`src/design/aspo_pkg.sv`:
```
package aspo_pkg;
  // Bus widths
  localparam int          AXI_AW      = 16;
  localparam int          AXI_DW      = 32;
  // Register indices; byte address is four times the index
  localparam logic [11:0] IDX_LINE_A  = 12'hf95;
  localparam logic [11:0] IDX_LINE_B  = 12'hf96;
  localparam logic [11:0] IDX_HOLD    = 12'hf97;
  localparam logic [15:0] ADDR_LINE_A = {2'h0, IDX_LINE_A, 2'h0};
  localparam logic [15:0] ADDR_LINE_B = {2'h0, IDX_LINE_B, 2'h0};
  localparam logic [15:0] ADDR_HOLD   = {2'h0, IDX_HOLD, 2'h0};
  // Reset values
  localparam logic [7:0]  LINE_A_RST  = 8'h00;
  localparam logic [7:0]  LINE_B_RST  = 8'h00;
  localparam logic [7:0]  HOLD_RST    = 8'h00;
  // line_control_a fields
  localparam int          A_TX_EN     = 7;
  localparam int          A_RX_EN     = 6;
  localparam int          A_STOP2     = 5;
  localparam int          A_EVEN      = 4;
  localparam int          A_PAR_ON    = 3;
  localparam int          A_BAUD_HI   = 2;
  // line_control_b fields
  localparam int          B_RX_STOP2  = 0;
  localparam int          B_FILT_LO   = 1;
  localparam int          B_FILT_HI   = 2;
  // Baud source codes and oscillator divisors
  localparam logic [2:0]  BAUD_TIMER  = 3'h6;
  localparam logic [2:0]  BAUD_96     = 3'h7;
  localparam logic [8:0]  DIV_13      = 9'h00d;
  localparam logic [8:0]  DIV_96      = 9'h060;
  // Glitch filter lengths in oscillator periods
  localparam logic [6:0]  FILT_31     = 7'h1f;
  localparam logic [6:0]  FILT_63     = 7'h3f;
  localparam logic [6:0]  FILT_127    = 7'h7f;
  // Receiver sampling ticks, transmit last tick, last data bit
  localparam logic [3:0]  RT_S0       = 4'h7;
  localparam logic [3:0]  RT_S1       = 4'h8;
  localparam logic [3:0]  RT_S2       = 4'h9;
  localparam logic [3:0]  RT_LAST     = 4'hf;
  localparam logic [2:0]  LAST_BIT    = 3'h7;
  // Bus responses
  localparam logic [1:0]  RESP_OKAY   = 2'h0;
  localparam logic [1:0]  RESP_SLVERR = 2'h2;
  // Frame phases
  typedef enum logic [2:0] {ST_IDLE, ST_START, ST_DATA, ST_PAR, ST_STOP} aspo_phase_t;
endpackage : aspo_pkg

```
`src/design/aspo_uart.sv`:
```
// Decided for this implementation: the AXI4-Lite interface to the registers.
`timescale 1ns/1ps
`default_nettype none
module aspo_uart (
  // Clock and reset
  input  wire logic                      aclk,
  input  wire logic                      aresetn,
  // Write address channel
  input  wire logic [aspo_pkg::AXI_AW-1:0] s_axi_awaddr,
  input  wire logic [2:0]                s_axi_awprot,
  input  wire logic                      s_axi_awvalid,
  output logic                           s_axi_awready,
  // Write data channel
  input  wire logic [aspo_pkg::AXI_DW-1:0] s_axi_wdata,
  input  wire logic [3:0]                s_axi_wstrb,
  input  wire logic                      s_axi_wvalid,
  output logic                           s_axi_wready,
  // Write response channel
  output logic [1:0]                     s_axi_bresp,
  output logic                           s_axi_bvalid,
  input  wire logic                      s_axi_bready,
  // Read address channel
  input  wire logic [aspo_pkg::AXI_AW-1:0] s_axi_araddr,
  input  wire logic [2:0]                s_axi_arprot,
  input  wire logic                      s_axi_arvalid,
  output logic                           s_axi_arready,
  // Read data channel
  output logic [aspo_pkg::AXI_DW-1:0]    s_axi_rdata,
  output logic [1:0]                     s_axi_rresp,
  output logic                           s_axi_rvalid,
  input  wire logic                      s_axi_rready,
  // Baud timer match, same clock
  input  wire logic                      timer_match_event,
  // Serial line
  input  wire logic                      serial_in,
  output logic                           serial_out,
  // Transmit start event
  output logic                           tx_irq
);
  import aspo_pkg::*;

  logic [7:0]  line_a_r;      // line_control_a
  logic [7:0]  line_b_r;      // line_control_b
  logic [7:0]  rx_hold_r;     // receive_holding
  logic [7:0]  tx_hold_r;     // transmit_holding
  logic        parity_fault_flag_r, framing_fault_flag_r, overrun_flag_r, full_r;
  logic        tx_done_r, tx_empty_r;
  logic        rd_arm_r;      // Status read seen, for receive side
  logic        arm_overrun_flag_r;    // Overrun state at that status read
  logic        wr_arm_r;      // Status read seen, for transmit side
  logic [7:0]  status_w;
  // Bus slave state
  logic        aw_got_r, w_got_r, bvalid_r, rvalid_r;
  logic [15:0] awaddr_r;
  logic [7:0]  wdata_r;
  logic        wlane_r;
  logic [1:0]  bresp_r, rresp_r;
  logic [7:0]  rdata_r;
  logic        wr_go, rd_go, wr_hold_ok, rd_hold_go, rd_stat_go;
  // Baud and line
  logic [8:0]  div_w, div_cnt_r;
  logic        tick_w;
  logic        sin_s1_r, sin_s2_r, rxd_r;
  logic [6:0]  filt_len_w, filt_cnt_r;
  // Receiver
  aspo_phase_t rx_st_r;
  logic [3:0]  rx_rt_r;
  logic [2:0]  rx_bit_r;
  logic [7:0]  rx_sh_r;
  logic        rx_s0_r, rx_s1_r, rx_vote, rx_eval, rx_stop1_r, rx_framing_fault_flag_r;
  logic        rx_par_bad_r, rx_end;
  // Transmitter
  aspo_phase_t tx_st_r;
  logic [3:0]  tx_sub_r;
  logic [2:0]  tx_bit_r;
  logic [7:0]  tx_sh_r;
  logic        tx_stop1_r, tx_bit_end, tx_load;
  logic        tx_par_r;      // Parity of the byte in flight; buffer may refill mid-frame

  // Status image
  assign status_w = {parity_fault_flag_r, framing_fault_flag_r, overrun_flag_r, full_r, tx_done_r, tx_empty_r, 2'h0};

  // Bus handshakes; one write and one read in flight
  assign s_axi_awready = !aw_got_r && !bvalid_r;
  assign s_axi_wready  = !w_got_r && !bvalid_r;
  assign s_axi_arready = !rvalid_r;
  assign s_axi_bvalid  = bvalid_r;
  assign s_axi_bresp   = bresp_r;
  assign s_axi_rvalid  = rvalid_r;
  assign s_axi_rresp   = rresp_r;
  assign s_axi_rdata   = {24'h000000, rdata_r};
  assign wr_go      = aw_got_r && w_got_r && !bvalid_r;
  assign rd_go      = s_axi_arvalid && !rvalid_r;
  assign rd_stat_go = rd_go && (s_axi_araddr == ADDR_LINE_A);
  assign rd_hold_go = rd_go && (s_axi_araddr == ADDR_HOLD);
  // Held-byte write needs prior status read, enabled, empty buffer
  assign wr_hold_ok = wr_go && wlane_r && (awaddr_r == ADDR_HOLD) && wr_arm_r
                      && line_a_r[A_TX_EN] && tx_empty_r;

  // Write address and data capture, either order
  always_ff @(posedge aclk) begin
    if (!aresetn) begin
      aw_got_r <= 1'b0;
      w_got_r  <= 1'b0;
      awaddr_r <= 16'h0000;
      wdata_r  <= 8'h00;
      wlane_r  <= 1'b0;
    end else begin
      if (s_axi_awvalid && s_axi_awready) begin
        aw_got_r <= 1'b1;
        awaddr_r <= s_axi_awaddr;
      end else if (wr_go) begin
        aw_got_r <= 1'b0;
      end
      if (s_axi_wvalid && s_axi_wready) begin
        w_got_r <= 1'b1;
        wdata_r <= s_axi_wdata[7:0];
        wlane_r <= s_axi_wstrb[0];
      end else if (wr_go) begin
        w_got_r <= 1'b0;
      end
    end
  end

  // Write response; unmapped addresses get SLVERR
  always_ff @(posedge aclk) begin
    if (!aresetn) begin
      bvalid_r <= 1'b0;
      bresp_r  <= RESP_OKAY;
    end else if (wr_go) begin
      bvalid_r <= 1'b1;
      bresp_r  <= (awaddr_r == ADDR_LINE_A || awaddr_r == ADDR_LINE_B ||
                   awaddr_r == ADDR_HOLD) ? RESP_OKAY : RESP_SLVERR;
    end else if (s_axi_bready) begin
      bvalid_r <= 1'b0;
    end
  end

  // Read data; write-only control_b reads zero
  always_ff @(posedge aclk) begin
    if (!aresetn) begin
      rvalid_r <= 1'b0;
      rresp_r  <= RESP_OKAY;
      rdata_r  <= 8'h00;
    end else if (rd_go) begin
      rvalid_r <= 1'b1;
      rresp_r  <= RESP_OKAY;
      if (rd_stat_go) begin
        rdata_r <= status_w;
      end else if (rd_hold_go) begin
        rdata_r <= rx_hold_r;
      end else if (s_axi_araddr == ADDR_LINE_B) begin
        rdata_r <= 8'h00;
      end else begin
        rdata_r <= 8'h00;
        rresp_r <= RESP_SLVERR;
      end
    end else if (s_axi_rready) begin
      rvalid_r <= 1'b0;
    end
  end

  // Control registers; writes at shared index hit control_a
  always_ff @(posedge aclk) begin
    if (!aresetn) begin
      line_a_r <= LINE_A_RST;
      line_b_r <= LINE_B_RST;
    end else if (wr_go && wlane_r) begin
      if (awaddr_r == ADDR_LINE_A) begin
        line_a_r <= wdata_r;
      end
      if (awaddr_r == ADDR_LINE_B) begin
        line_b_r <= wdata_r;
      end
    end
  end

  // Access order tracking: status read arms the buffer access
  always_ff @(posedge aclk) begin
    if (!aresetn) begin
      rd_arm_r   <= 1'b0;
      arm_overrun_flag_r <= 1'b0;
      wr_arm_r   <= 1'b0;
    end else begin
      if (rd_stat_go) begin
        rd_arm_r   <= 1'b1;
        arm_overrun_flag_r <= overrun_flag_r;
      end else if (rd_hold_go) begin
        rd_arm_r <= 1'b0;
      end
      if (rd_stat_go) begin
        wr_arm_r <= 1'b1;
      end else if (wr_go && awaddr_r == ADDR_HOLD) begin
        wr_arm_r <= 1'b0;
      end
    end
  end

  // Baud divisor from the shared select field
  always_comb begin
    div_w = DIV_13 << line_a_r[A_BAUD_HI:0];
    if (line_a_r[A_BAUD_HI:0] == BAUD_96) begin
      div_w = DIV_96;
    end
  end

  // Transfer clock tick; sixteen ticks make one bit
  always_ff @(posedge aclk) begin
    if (!aresetn) begin
      div_cnt_r <= 9'h000;
    end else if (div_cnt_r >= div_w - 9'h001) begin
      div_cnt_r <= 9'h000;
    end else begin
      div_cnt_r <= div_cnt_r + 9'h001;
    end
  end
  // Timer source ticks once per timer match
  assign tick_w = (line_a_r[A_BAUD_HI:0] == BAUD_TIMER) ? timer_match_event
                  : (div_cnt_r == 9'h000);

  // Input synchroniser
  always_ff @(posedge aclk) begin
    if (!aresetn) begin
      sin_s1_r <= 1'b1;
      sin_s2_r <= 1'b1;
    end else begin
      sin_s1_r <= serial_in;
      sin_s2_r <= sin_s1_r;
    end
  end

  // Filter length: level must persist this long to pass
  always_comb begin
    unique case (line_b_r[B_FILT_HI:B_FILT_LO])
      2'h1:    filt_len_w = FILT_31;
      2'h2:    filt_len_w = FILT_63;
      2'h3:    filt_len_w = FILT_127;
      default: filt_len_w = 7'h01;
    endcase
  end

  // Glitch filter; length 1 is a plain follower
  always_ff @(posedge aclk) begin
    if (!aresetn) begin
      rxd_r      <= 1'b1;
      filt_cnt_r <= 7'h00;
    end else if (sin_s2_r == rxd_r) begin
      filt_cnt_r <= 7'h00;
    end else if (filt_cnt_r >= filt_len_w - 7'h01) begin
      rxd_r      <= sin_s2_r;
      filt_cnt_r <= 7'h00;
    end else begin
      filt_cnt_r <= filt_cnt_r + 7'h01;
    end
  end

  // Majority of the three samples, judged at tick 9
  assign rx_vote = (rx_s0_r & rx_s1_r) | (rx_s0_r & rxd_r) | (rx_s1_r & rxd_r);
  assign rx_eval = tick_w && rx_st_r != ST_IDLE && rx_rt_r == RT_S2;
  // Frame ends at the middle of its last stop bit
  assign rx_end  = rx_eval && rx_st_r == ST_STOP && !(line_b_r[B_RX_STOP2] && !rx_stop1_r);

  // Receiver sequencer
  always_ff @(posedge aclk) begin
    if (!aresetn) begin
      rx_st_r      <= ST_IDLE;
      rx_rt_r      <= 4'h0;
      rx_bit_r     <= 3'h0;
      rx_sh_r      <= 8'h00;
      rx_s0_r      <= 1'b1;
      rx_s1_r      <= 1'b1;
      rx_stop1_r   <= 1'b0;
      rx_framing_fault_flag_r    <= 1'b0;
      rx_par_bad_r <= 1'b0;
    end else if (tick_w) begin
      rx_rt_r <= rx_rt_r + 4'h1;
      if (rx_rt_r == RT_S0) begin
        rx_s0_r <= rxd_r;
      end
      if (rx_rt_r == RT_S1) begin
        rx_s1_r <= rxd_r;
      end
      unique case (rx_st_r)
        ST_IDLE: begin
          // Overrun holds the receiver off until cleared
          if (!rxd_r && line_a_r[A_RX_EN] && !overrun_flag_r) begin
            rx_st_r    <= ST_START;
            rx_rt_r    <= 4'h1;
            rx_bit_r   <= 3'h0;
            rx_stop1_r <= 1'b0;
            rx_framing_fault_flag_r  <= 1'b0;
          end
        end
        ST_START: begin
          // A start that votes high was noise
          if (rx_rt_r == RT_S2) begin
            rx_st_r <= rx_vote ? ST_IDLE : ST_DATA;
          end
        end
        ST_DATA: begin
          if (rx_rt_r == RT_S2) begin
            rx_sh_r  <= {rx_vote, rx_sh_r[7:1]};
            rx_bit_r <= rx_bit_r + 3'h1;
            if (rx_bit_r == LAST_BIT) begin
              rx_st_r <= line_a_r[A_PAR_ON] ? ST_PAR : ST_STOP;
            end
          end
        end
        ST_PAR: begin
          if (rx_rt_r == RT_S2) begin
            // Even: total ones even; odd: total ones odd
            rx_par_bad_r <= (^{rx_sh_r, rx_vote}) != !line_a_r[A_EVEN];
            rx_st_r      <= ST_STOP;
          end
        end
        ST_STOP: begin
          if (rx_rt_r == RT_S2) begin
            rx_framing_fault_flag_r  <= rx_framing_fault_flag_r | !rx_vote;
            rx_stop1_r <= 1'b1;
            if (rx_end) begin
              rx_st_r <= ST_IDLE;
            end
          end
        end
        default: rx_st_r <= ST_IDLE;
      endcase
    end
  end

  // Receive buffer and error flags; set wins over clear
  always_ff @(posedge aclk) begin
    if (!aresetn) begin
      rx_hold_r <= HOLD_RST;
      full_r    <= 1'b0;
      overrun_flag_r    <= 1'b0;
      parity_fault_flag_r    <= 1'b0;
      framing_fault_flag_r    <= 1'b0;
    end else begin
      if (rd_hold_go && rd_arm_r) begin
        full_r <= 1'b0;
        parity_fault_flag_r <= 1'b0;
        framing_fault_flag_r <= 1'b0;
        if (arm_overrun_flag_r) begin
          overrun_flag_r <= 1'b0;
        end
      end
      if (rx_end) begin
        framing_fault_flag_r <= rx_framing_fault_flag_r | !rx_vote;
        parity_fault_flag_r <= line_a_r[A_PAR_ON] & rx_par_bad_r;
        if (full_r && !(rd_hold_go && rd_arm_r)) begin
          overrun_flag_r <= 1'b1;
        end else begin
          rx_hold_r <= rx_sh_r;
          full_r    <= 1'b1;
        end
      end
    end
  end

  // Transmit holding buffer and flags
  assign tx_load = tx_st_r == ST_IDLE && line_a_r[A_TX_EN] && !tx_empty_r;
  always_ff @(posedge aclk) begin
    if (!aresetn) begin
      tx_hold_r  <= HOLD_RST;
      tx_empty_r <= 1'b1;
      tx_done_r  <= 1'b1;
      tx_irq     <= 1'b0;
    end else begin
      tx_irq <= tx_load;
      if (wr_hold_ok) begin
        tx_hold_r  <= wdata_r;
        tx_empty_r <= 1'b0;
      end
      if (tx_load) begin
        tx_empty_r <= 1'b1;
        tx_done_r  <= 1'b0;
      end else if (tx_st_r == ST_IDLE) begin
        tx_done_r <= 1'b1;
        if (!line_a_r[A_TX_EN]) begin
          tx_empty_r <= 1'b1;
        end
      end
    end
  end

  // Sixteen ticks per transmitted bit
  assign tx_bit_end = tick_w && tx_sub_r == RT_LAST;

  // Transmit sequencer; disable only stops in idle
  always_ff @(posedge aclk) begin
    if (!aresetn) begin
      tx_st_r    <= ST_IDLE;
      tx_sub_r   <= 4'h0;
      tx_bit_r   <= 3'h0;
      tx_sh_r    <= 8'h00;
      tx_par_r   <= 1'b0;
      tx_stop1_r <= 1'b0;
      serial_out <= 1'b1;
    end else begin
      if (tick_w) begin
        tx_sub_r <= tx_sub_r + 4'h1;
      end
      unique case (tx_st_r)
        ST_IDLE: begin
          serial_out <= 1'b1;
          if (tx_load) begin
            tx_st_r    <= ST_START;
            tx_sh_r    <= tx_hold_r;
            tx_par_r   <= ^tx_hold_r;
            tx_sub_r   <= 4'h0;
            tx_bit_r   <= 3'h0;
            tx_stop1_r <= 1'b0;
            serial_out <= 1'b0;
          end
        end
        ST_START: begin
          if (tx_bit_end) begin
            tx_st_r    <= ST_DATA;
            serial_out <= tx_sh_r[0];
          end
        end
        ST_DATA: begin
          if (tx_bit_end) begin
            tx_sh_r  <= {1'b0, tx_sh_r[7:1]};
            tx_bit_r <= tx_bit_r + 3'h1;
            if (tx_bit_r == LAST_BIT) begin
              tx_st_r    <= line_a_r[A_PAR_ON] ? ST_PAR : ST_STOP;
              serial_out <= line_a_r[A_PAR_ON] ? tx_par_r ^ !line_a_r[A_EVEN] : 1'b1;
            end else begin
              serial_out <= tx_sh_r[1];
            end
          end
        end
        ST_PAR: begin
          if (tx_bit_end) begin
            tx_st_r    <= ST_STOP;
            serial_out <= 1'b1;
          end
        end
        ST_STOP: begin
          if (tx_bit_end) begin
            tx_stop1_r <= 1'b1;
            if (!line_a_r[A_STOP2] || tx_stop1_r) begin
              tx_st_r <= ST_IDLE;
            end
          end
        end
        default: tx_st_r <= ST_IDLE;
      endcase
    end
  end

  // Checks
  line_idle_a: assert property (@(posedge aclk) disable iff (!aresetn)
    (tx_st_r == ST_IDLE && $past(tx_st_r) == ST_IDLE && !$past(tx_load)) |-> serial_out)
    else $error("line not high while idle");
  start_low_a: assert property (@(posedge aclk) disable iff (!aresetn)
    (tx_st_r == ST_START) |-> !serial_out)
    else $error("start bit not low");
  empty_on_irq_a: assert property (@(posedge aclk) disable iff (!aresetn)
    tx_irq |-> tx_empty_r && !tx_done_r)
    else $error("empty flag not set on transmit event");
  status_reset_a: assert property (@(posedge aclk)
    (aresetn && !$past(aresetn)) |-> status_w[7:2] == 6'h03)
    else $error("status reset value wrong");
  overrun_keep_a: assert property (@(posedge aclk) disable iff (!aresetn)
    (rx_end && full_r && !rd_hold_go) |=> overrun_flag_r && $stable(rx_hold_r))
    else $error("overrun changed receive buffer");
  div13_tick_a: assert property (@(posedge aclk)
    disable iff (!aresetn || line_a_r[A_BAUD_HI:0] != 3'h0)
    (div_cnt_r == 9'h000 && $past(div_cnt_r) == 9'h00c)
    |=> (div_cnt_r != 9'h000)[*8] ##1 (div_cnt_r != 9'h000)[*4] ##1 div_cnt_r == 9'h000)
    else $error("divide by 13 period wrong");
  rx_clear_a: assert property (@(posedge aclk) disable iff (!aresetn)
    (rd_hold_go && rd_arm_r && !rx_end) |=> !full_r && !parity_fault_flag_r && !framing_fault_flag_r)
    else $error("receive flags not cleared");
  tx_write_a: assert property (@(posedge aclk) disable iff (!aresetn)
    (wr_hold_ok && !tx_load) |=> !tx_empty_r && (tx_load || tx_st_r != ST_IDLE))
    else $error("held byte not loaded");

endmodule : aspo_uart
`default_nettype wire

```
`config.mk`:
```
export PLATFORM = sky130hd
export DESIGN_NAME = aspo_uart
export DESIGN_NICKNAME = d
export VERILOG_FILES = /design/src/design/aspo_pkg.sv /design/src/design/aspo_uart.sv
export SDC_FILE = /design/constraint.sdc
export NUM_CORES = 1
export LEC_CHECK = 0
export ABC_CLOCK_PERIOD_IN_PS = 2600
export BUFFER_PORTS_ARGS = -buffer_cell sky130_fd_sc_hd__buf_2
export CAP_MARGIN = 25
export CELL_PAD_IN_SITES_DETAIL_PLACEMENT = 0
export CELL_PAD_IN_SITES_GLOBAL_PLACEMENT = 1
export CORE_MARGIN = 5
export CORE_UTILIZATION = 30
export CTS_BUF_LIST = sky130_fd_sc_hd__clkbuf_4 sky130_fd_sc_hd__clkbuf_8
export CTS_CLUSTER_DIAMETER = 30
export DETAILED_ROUTE_END_ITERATION = 10
export GPL_TIMING_DRIVEN = 0
export PLACE_DENSITY_LB_ADDON = 0.1
export SLEW_MARGIN = 10
export SYNTH_ARGS = -nofsm -noshare
export SYNTH_HDL_FRONTEND = slang
export SYNTH_SLANG_ARGS = --single-unit
```
`constraint.sdc`:
```
create_clock -name aclk -period 2.6 [get_ports aclk]
set_clock_uncertainty 0.1 [all_clocks]
set_input_delay 0.13 -clock aclk [delete_from_list [all_inputs] [get_ports aclk]]
set_output_delay 0.13 -clock aclk [all_outputs]
set_load 0.05 [all_outputs]
```
==> impl_metrics.json <==
{
  "outcome": "complete, but fails checks",
  "violations": "setup timing",
  "synthTopCellsByArea": "dfxtp_1 41%, mux2i_1 6.9%, ha_1 5.9%",
  "port_buffers": 65,
  "root_buffer": "clkbuf_8",
  "synth_edf_count": 0,
  "clockBufferDepth": 2,
  "hp-class": "in -> reg",
  "synth_cell_types": 67,
  "timing.rr.start": "line_a_r[1]$_SDFFE_PN0P_",
  "clk_latency_ns": 0.45,
  "first_pass_iters": 4,
  "ys_async_sr_fraction_pct": 0,
  "grt_pass1_wl_mm": 28.6,
  "grt_start_max_net_pins": 17,
  "crit_buf_inv": 2,
  "cap_violations": 0,
  "yosys_warnings": 0,
  "cts-buffers-inserted": 17,
  "fill_cells": 2283,
  "p_switching_mw": 1.23,
  "die_x_um": 161,
  "r2r_end": "div_cnt_r[5]$_SDFF_PP0_",
  "start_kind": "flop",
  "rows": 55,
  "vias_per_cell": 4.62,
  "io_pins": 126,
  "fp.coreArea_um2": 22500,
  "worstMarginPinSlew_ns": 0.726,
  "combPwrFrac_pct": 11.0,
  "slowest_delay_ns": 0.36,
  "seqCellArea_um2": 2790,
  "p_per_area_nw_per_um2": 511,
  "n_antenna_cell": 0,
  "die-area_um2": 25800,
  "via_count": 5602,
  "pre_cts_slack_ns": -0.248,
  "first_global_vias": 5666,
  "min_period_ns": 2.76,
  "r2r_cells": 15,
  "ys.flop_type": "dfxtp_1",
  "dpl.hpwl_mm": 12.8,
  "nets": 1030,
  "start_util_pct": 30.3,
  "rsz0062_at_grt": "yes",
  "yosysSeqAreaShare_pct": 40.8,
  "final_area_um2": 8520,
  "p_leak_nw": 3.54,
  "fin_crit_sh_pct": 106,
  "cts_sinks": 139,
  "slew_viol_final": 0,
  "cts_tree": "built",
  "setup_violations": 9,
  "grt.overflow.total": 0,
  "crit_fanout": 9,
  "critPathLaunch": "line_a_r[1]$_SDFFE_PN0P_",
  "end_kind": "flop",
  "multi_input_area_um2": 3860,
  "critPathCapture": "div_cnt_r[5]$_SDFF_PP0_",
  "fmax_mhz": 363,
  "routedWlPerCell_um": 14.2,
  "track_usage_pct": 13.7,
  "synth_most_common_cell": "dfxtp_1",
  "avgSynthCellArea_um2": 8.91,
  "antenna_found_initial": 0,
  "p_sw_share_pct": 28.2,
  "wl_mm": 17.3,
  "required_ns": 2.88,
  "seqPwrFrac_pct": 51.1,
  "cp_top_family": "simple AND/OR/NAND/NOR gates",
  "synth_area_um2": 6820,
  "clk_pin_slew_ns": 0.09,
  "rrSetupSlack_ns": -0.16,
  "setup_ws_ns": -0.157,
  "clkPwrFrac_pct": 37.9,
  "worstPathArrival_ns": 3.04,
  "gp_congestion": 0.782,
  "area_growth_pct": 25.0,
  "drive_above_1_share_pct": 19.6,
  "synth.top_cells.by_count": "139 x dfxtp_1, 98 x nand2_1, 83 x nor2_1",
  "synth_top_area_cell": "dfxtp_1",
  "netlist.area_leader.share_pct": 40.8,
  "place_area_um2": 7710,
  "slew_headroom_pct": 51.6,
  "htree_levels": 4,
  "power.internal_mw": 3.12,
  "synth_seq_cells": 139,
  "drtIter0Drc": 189,
  "die_h_um": 161,
  "cp_cell_sequence": "buf_4, ha_4, nor2_4, nand3b_1, or3_4, a21oi_2, a21oi_1, ha_1, nand3_2, o22ai_1, nor2_1, o31ai_1, a211o_1, buf_8, nor2_1",
  "synth_cells": 765,
  "ir_worst_vdd_uv": 280,
  "drtAntennaViolNets": 0,
  "hold_viol": 0,
  "drc": 0,
  "path_class": "reg -> reg",
  "slowest_stage": "dfxtp_4",
  "path_depth": 15,
  "path_common_cell": "nor2_1"
}
## worst min path at each step
| stage | start | to | slack (ns) | cells past startpoint |
|---|---|---|---|---|
| after floorplan | serial_in | sin_s1_r$_SDFF_PN1_ | 0.13 | 1 |
| after global placement | serial_in | sin_s1_r$_SDFF_PN1_ | 0.22 | 2 |
| after detailed placement | serial_in | sin_s1_r$_SDFF_PN1_ | 0.22 | 2 |
| after CTS | s_axi_awvalid | awaddr_r[15]$_SDFFE_PN0P_ | 0.008 | 4 |
| after global routing | s_axi_awvalid | awaddr_r[15]$_SDFFE_PN0P_ | 0.04 | 4 |
| final | s_axi_awvalid | awaddr_r[15]$_SDFFE_PN0P_ | 0.05 | 4 |
## flip-flops by register name, summed over array words and instances (netlist names), 7 cells and up
register,count
rdata_r,8
filt_cnt_r,7
tx_hold_r,8
tx_sh_r,8
wdata_r,8
awaddr_r,16
line_a_r,8
rx_sh_r,8
div_cnt_r,9
rx_hold_r,8
## routing by layer
layer / up-vias / wire length (um) / GRT usage [%]
met1: 2605 / 8140 / 17.6
met4: 0 / 160 / 3.26
li1: 2880 / - / -
met5: - / 0 / 0
met2: 105 / 8140 / 23.1
met3: 12 / 837 / 3.52
## worst min-delay path: cells and delay by family
kind	cells	cell delay (ns)
AO/OA/AOI/OAI	1	0.06
AND/OR/NAND/NOR	2	0.27
buffers and inverters	1	0.08
## final cells by class
type                    count  share of cell area [%]
inverters                  27                    1.22
clock inverters            14                    1.42
flip-flops and latches    139                    32.8
repair buffers            106                    8.31
plain buffers              54                    3.88
clock buffers              18                    2.84
multi-input cells         570                    45.3
well taps                 285                    4.19
## layout by cell type, fill, tap and decap left out, types with 6 or more instances in the layout
cell           count
a21boi_0          32
a21oi_1           16
a22oi_1            6
and2_1             7
buf_2             66
buf_4             39
clkbuf_1          21
clkbuf_8          18
conb_1            26
dfxtp_1          136
dlygate4sd3_1     30
ha_1              27
inv_1             24
mux2i_1           47
nand2_1           98
nand2b_1          12
nand3_1           12
nand3b_1           6
nand4_1            7
nor2_1            78
nor2b_1           21
nor3_1             7
o211a_1            9
o21a_1             7
o21ai_0           22
xnor2_1           25
xor2_1            13
## repair_timing
action | in CTS | in global routing
hold buffers | 30 | 0
endpoints found under the hold margin | 29 | 0
setup buffers | 9 | 1
pin swaps | 7 | 3
setup endpoints to repair | 9 | 9
gates resized for setup | 7 | 9
## kinds of logic after synthesis
family,Yosys count,synth area share [%]
adder cells (fa/ha/maj),33,6.02
multiplexers,51,7.56
buffers and inverters,81,6.02
XOR/XNOR,38,4.88
AO/OA/AOI/OAI,128,13.1
other,1,0.0550
flip-flops,139,40.8
AND/OR/NAND/NOR,294,21.6
## per-stage QoR
stage	setup TNS (ns)	utilization (%)	hold slack, ns	total power [mW]	instances
after floorplan	-0.0147	-	0.131	2.58	790
after global placement	-2.19	34.2	0.220	2.71	1140
after detailed placement	-2.09	34.2	0.221	2.72	1141
after CTS	-1.35	37.7	0.00787	4.43	1212
after global routing	-2.69	37.8	0.0370	4.57	1213
final	-1.32	37.8	0.0497	4.35	1213
## power groups by stage
stage          Sequential [mW]  Combinational [mW]  Clock (mW)
6_report                  2.22               0.479        1.65
5_1_grt                   2.23               0.526        1.81
4_1_cts                   2.22               0.482        1.72
3_5_place_dp              2.28               0.445           0
3_3_place_gp              2.27               0.434           0
2_1_floorplan             2.28               0.309           0
Power figures use the tool's default switching activity.
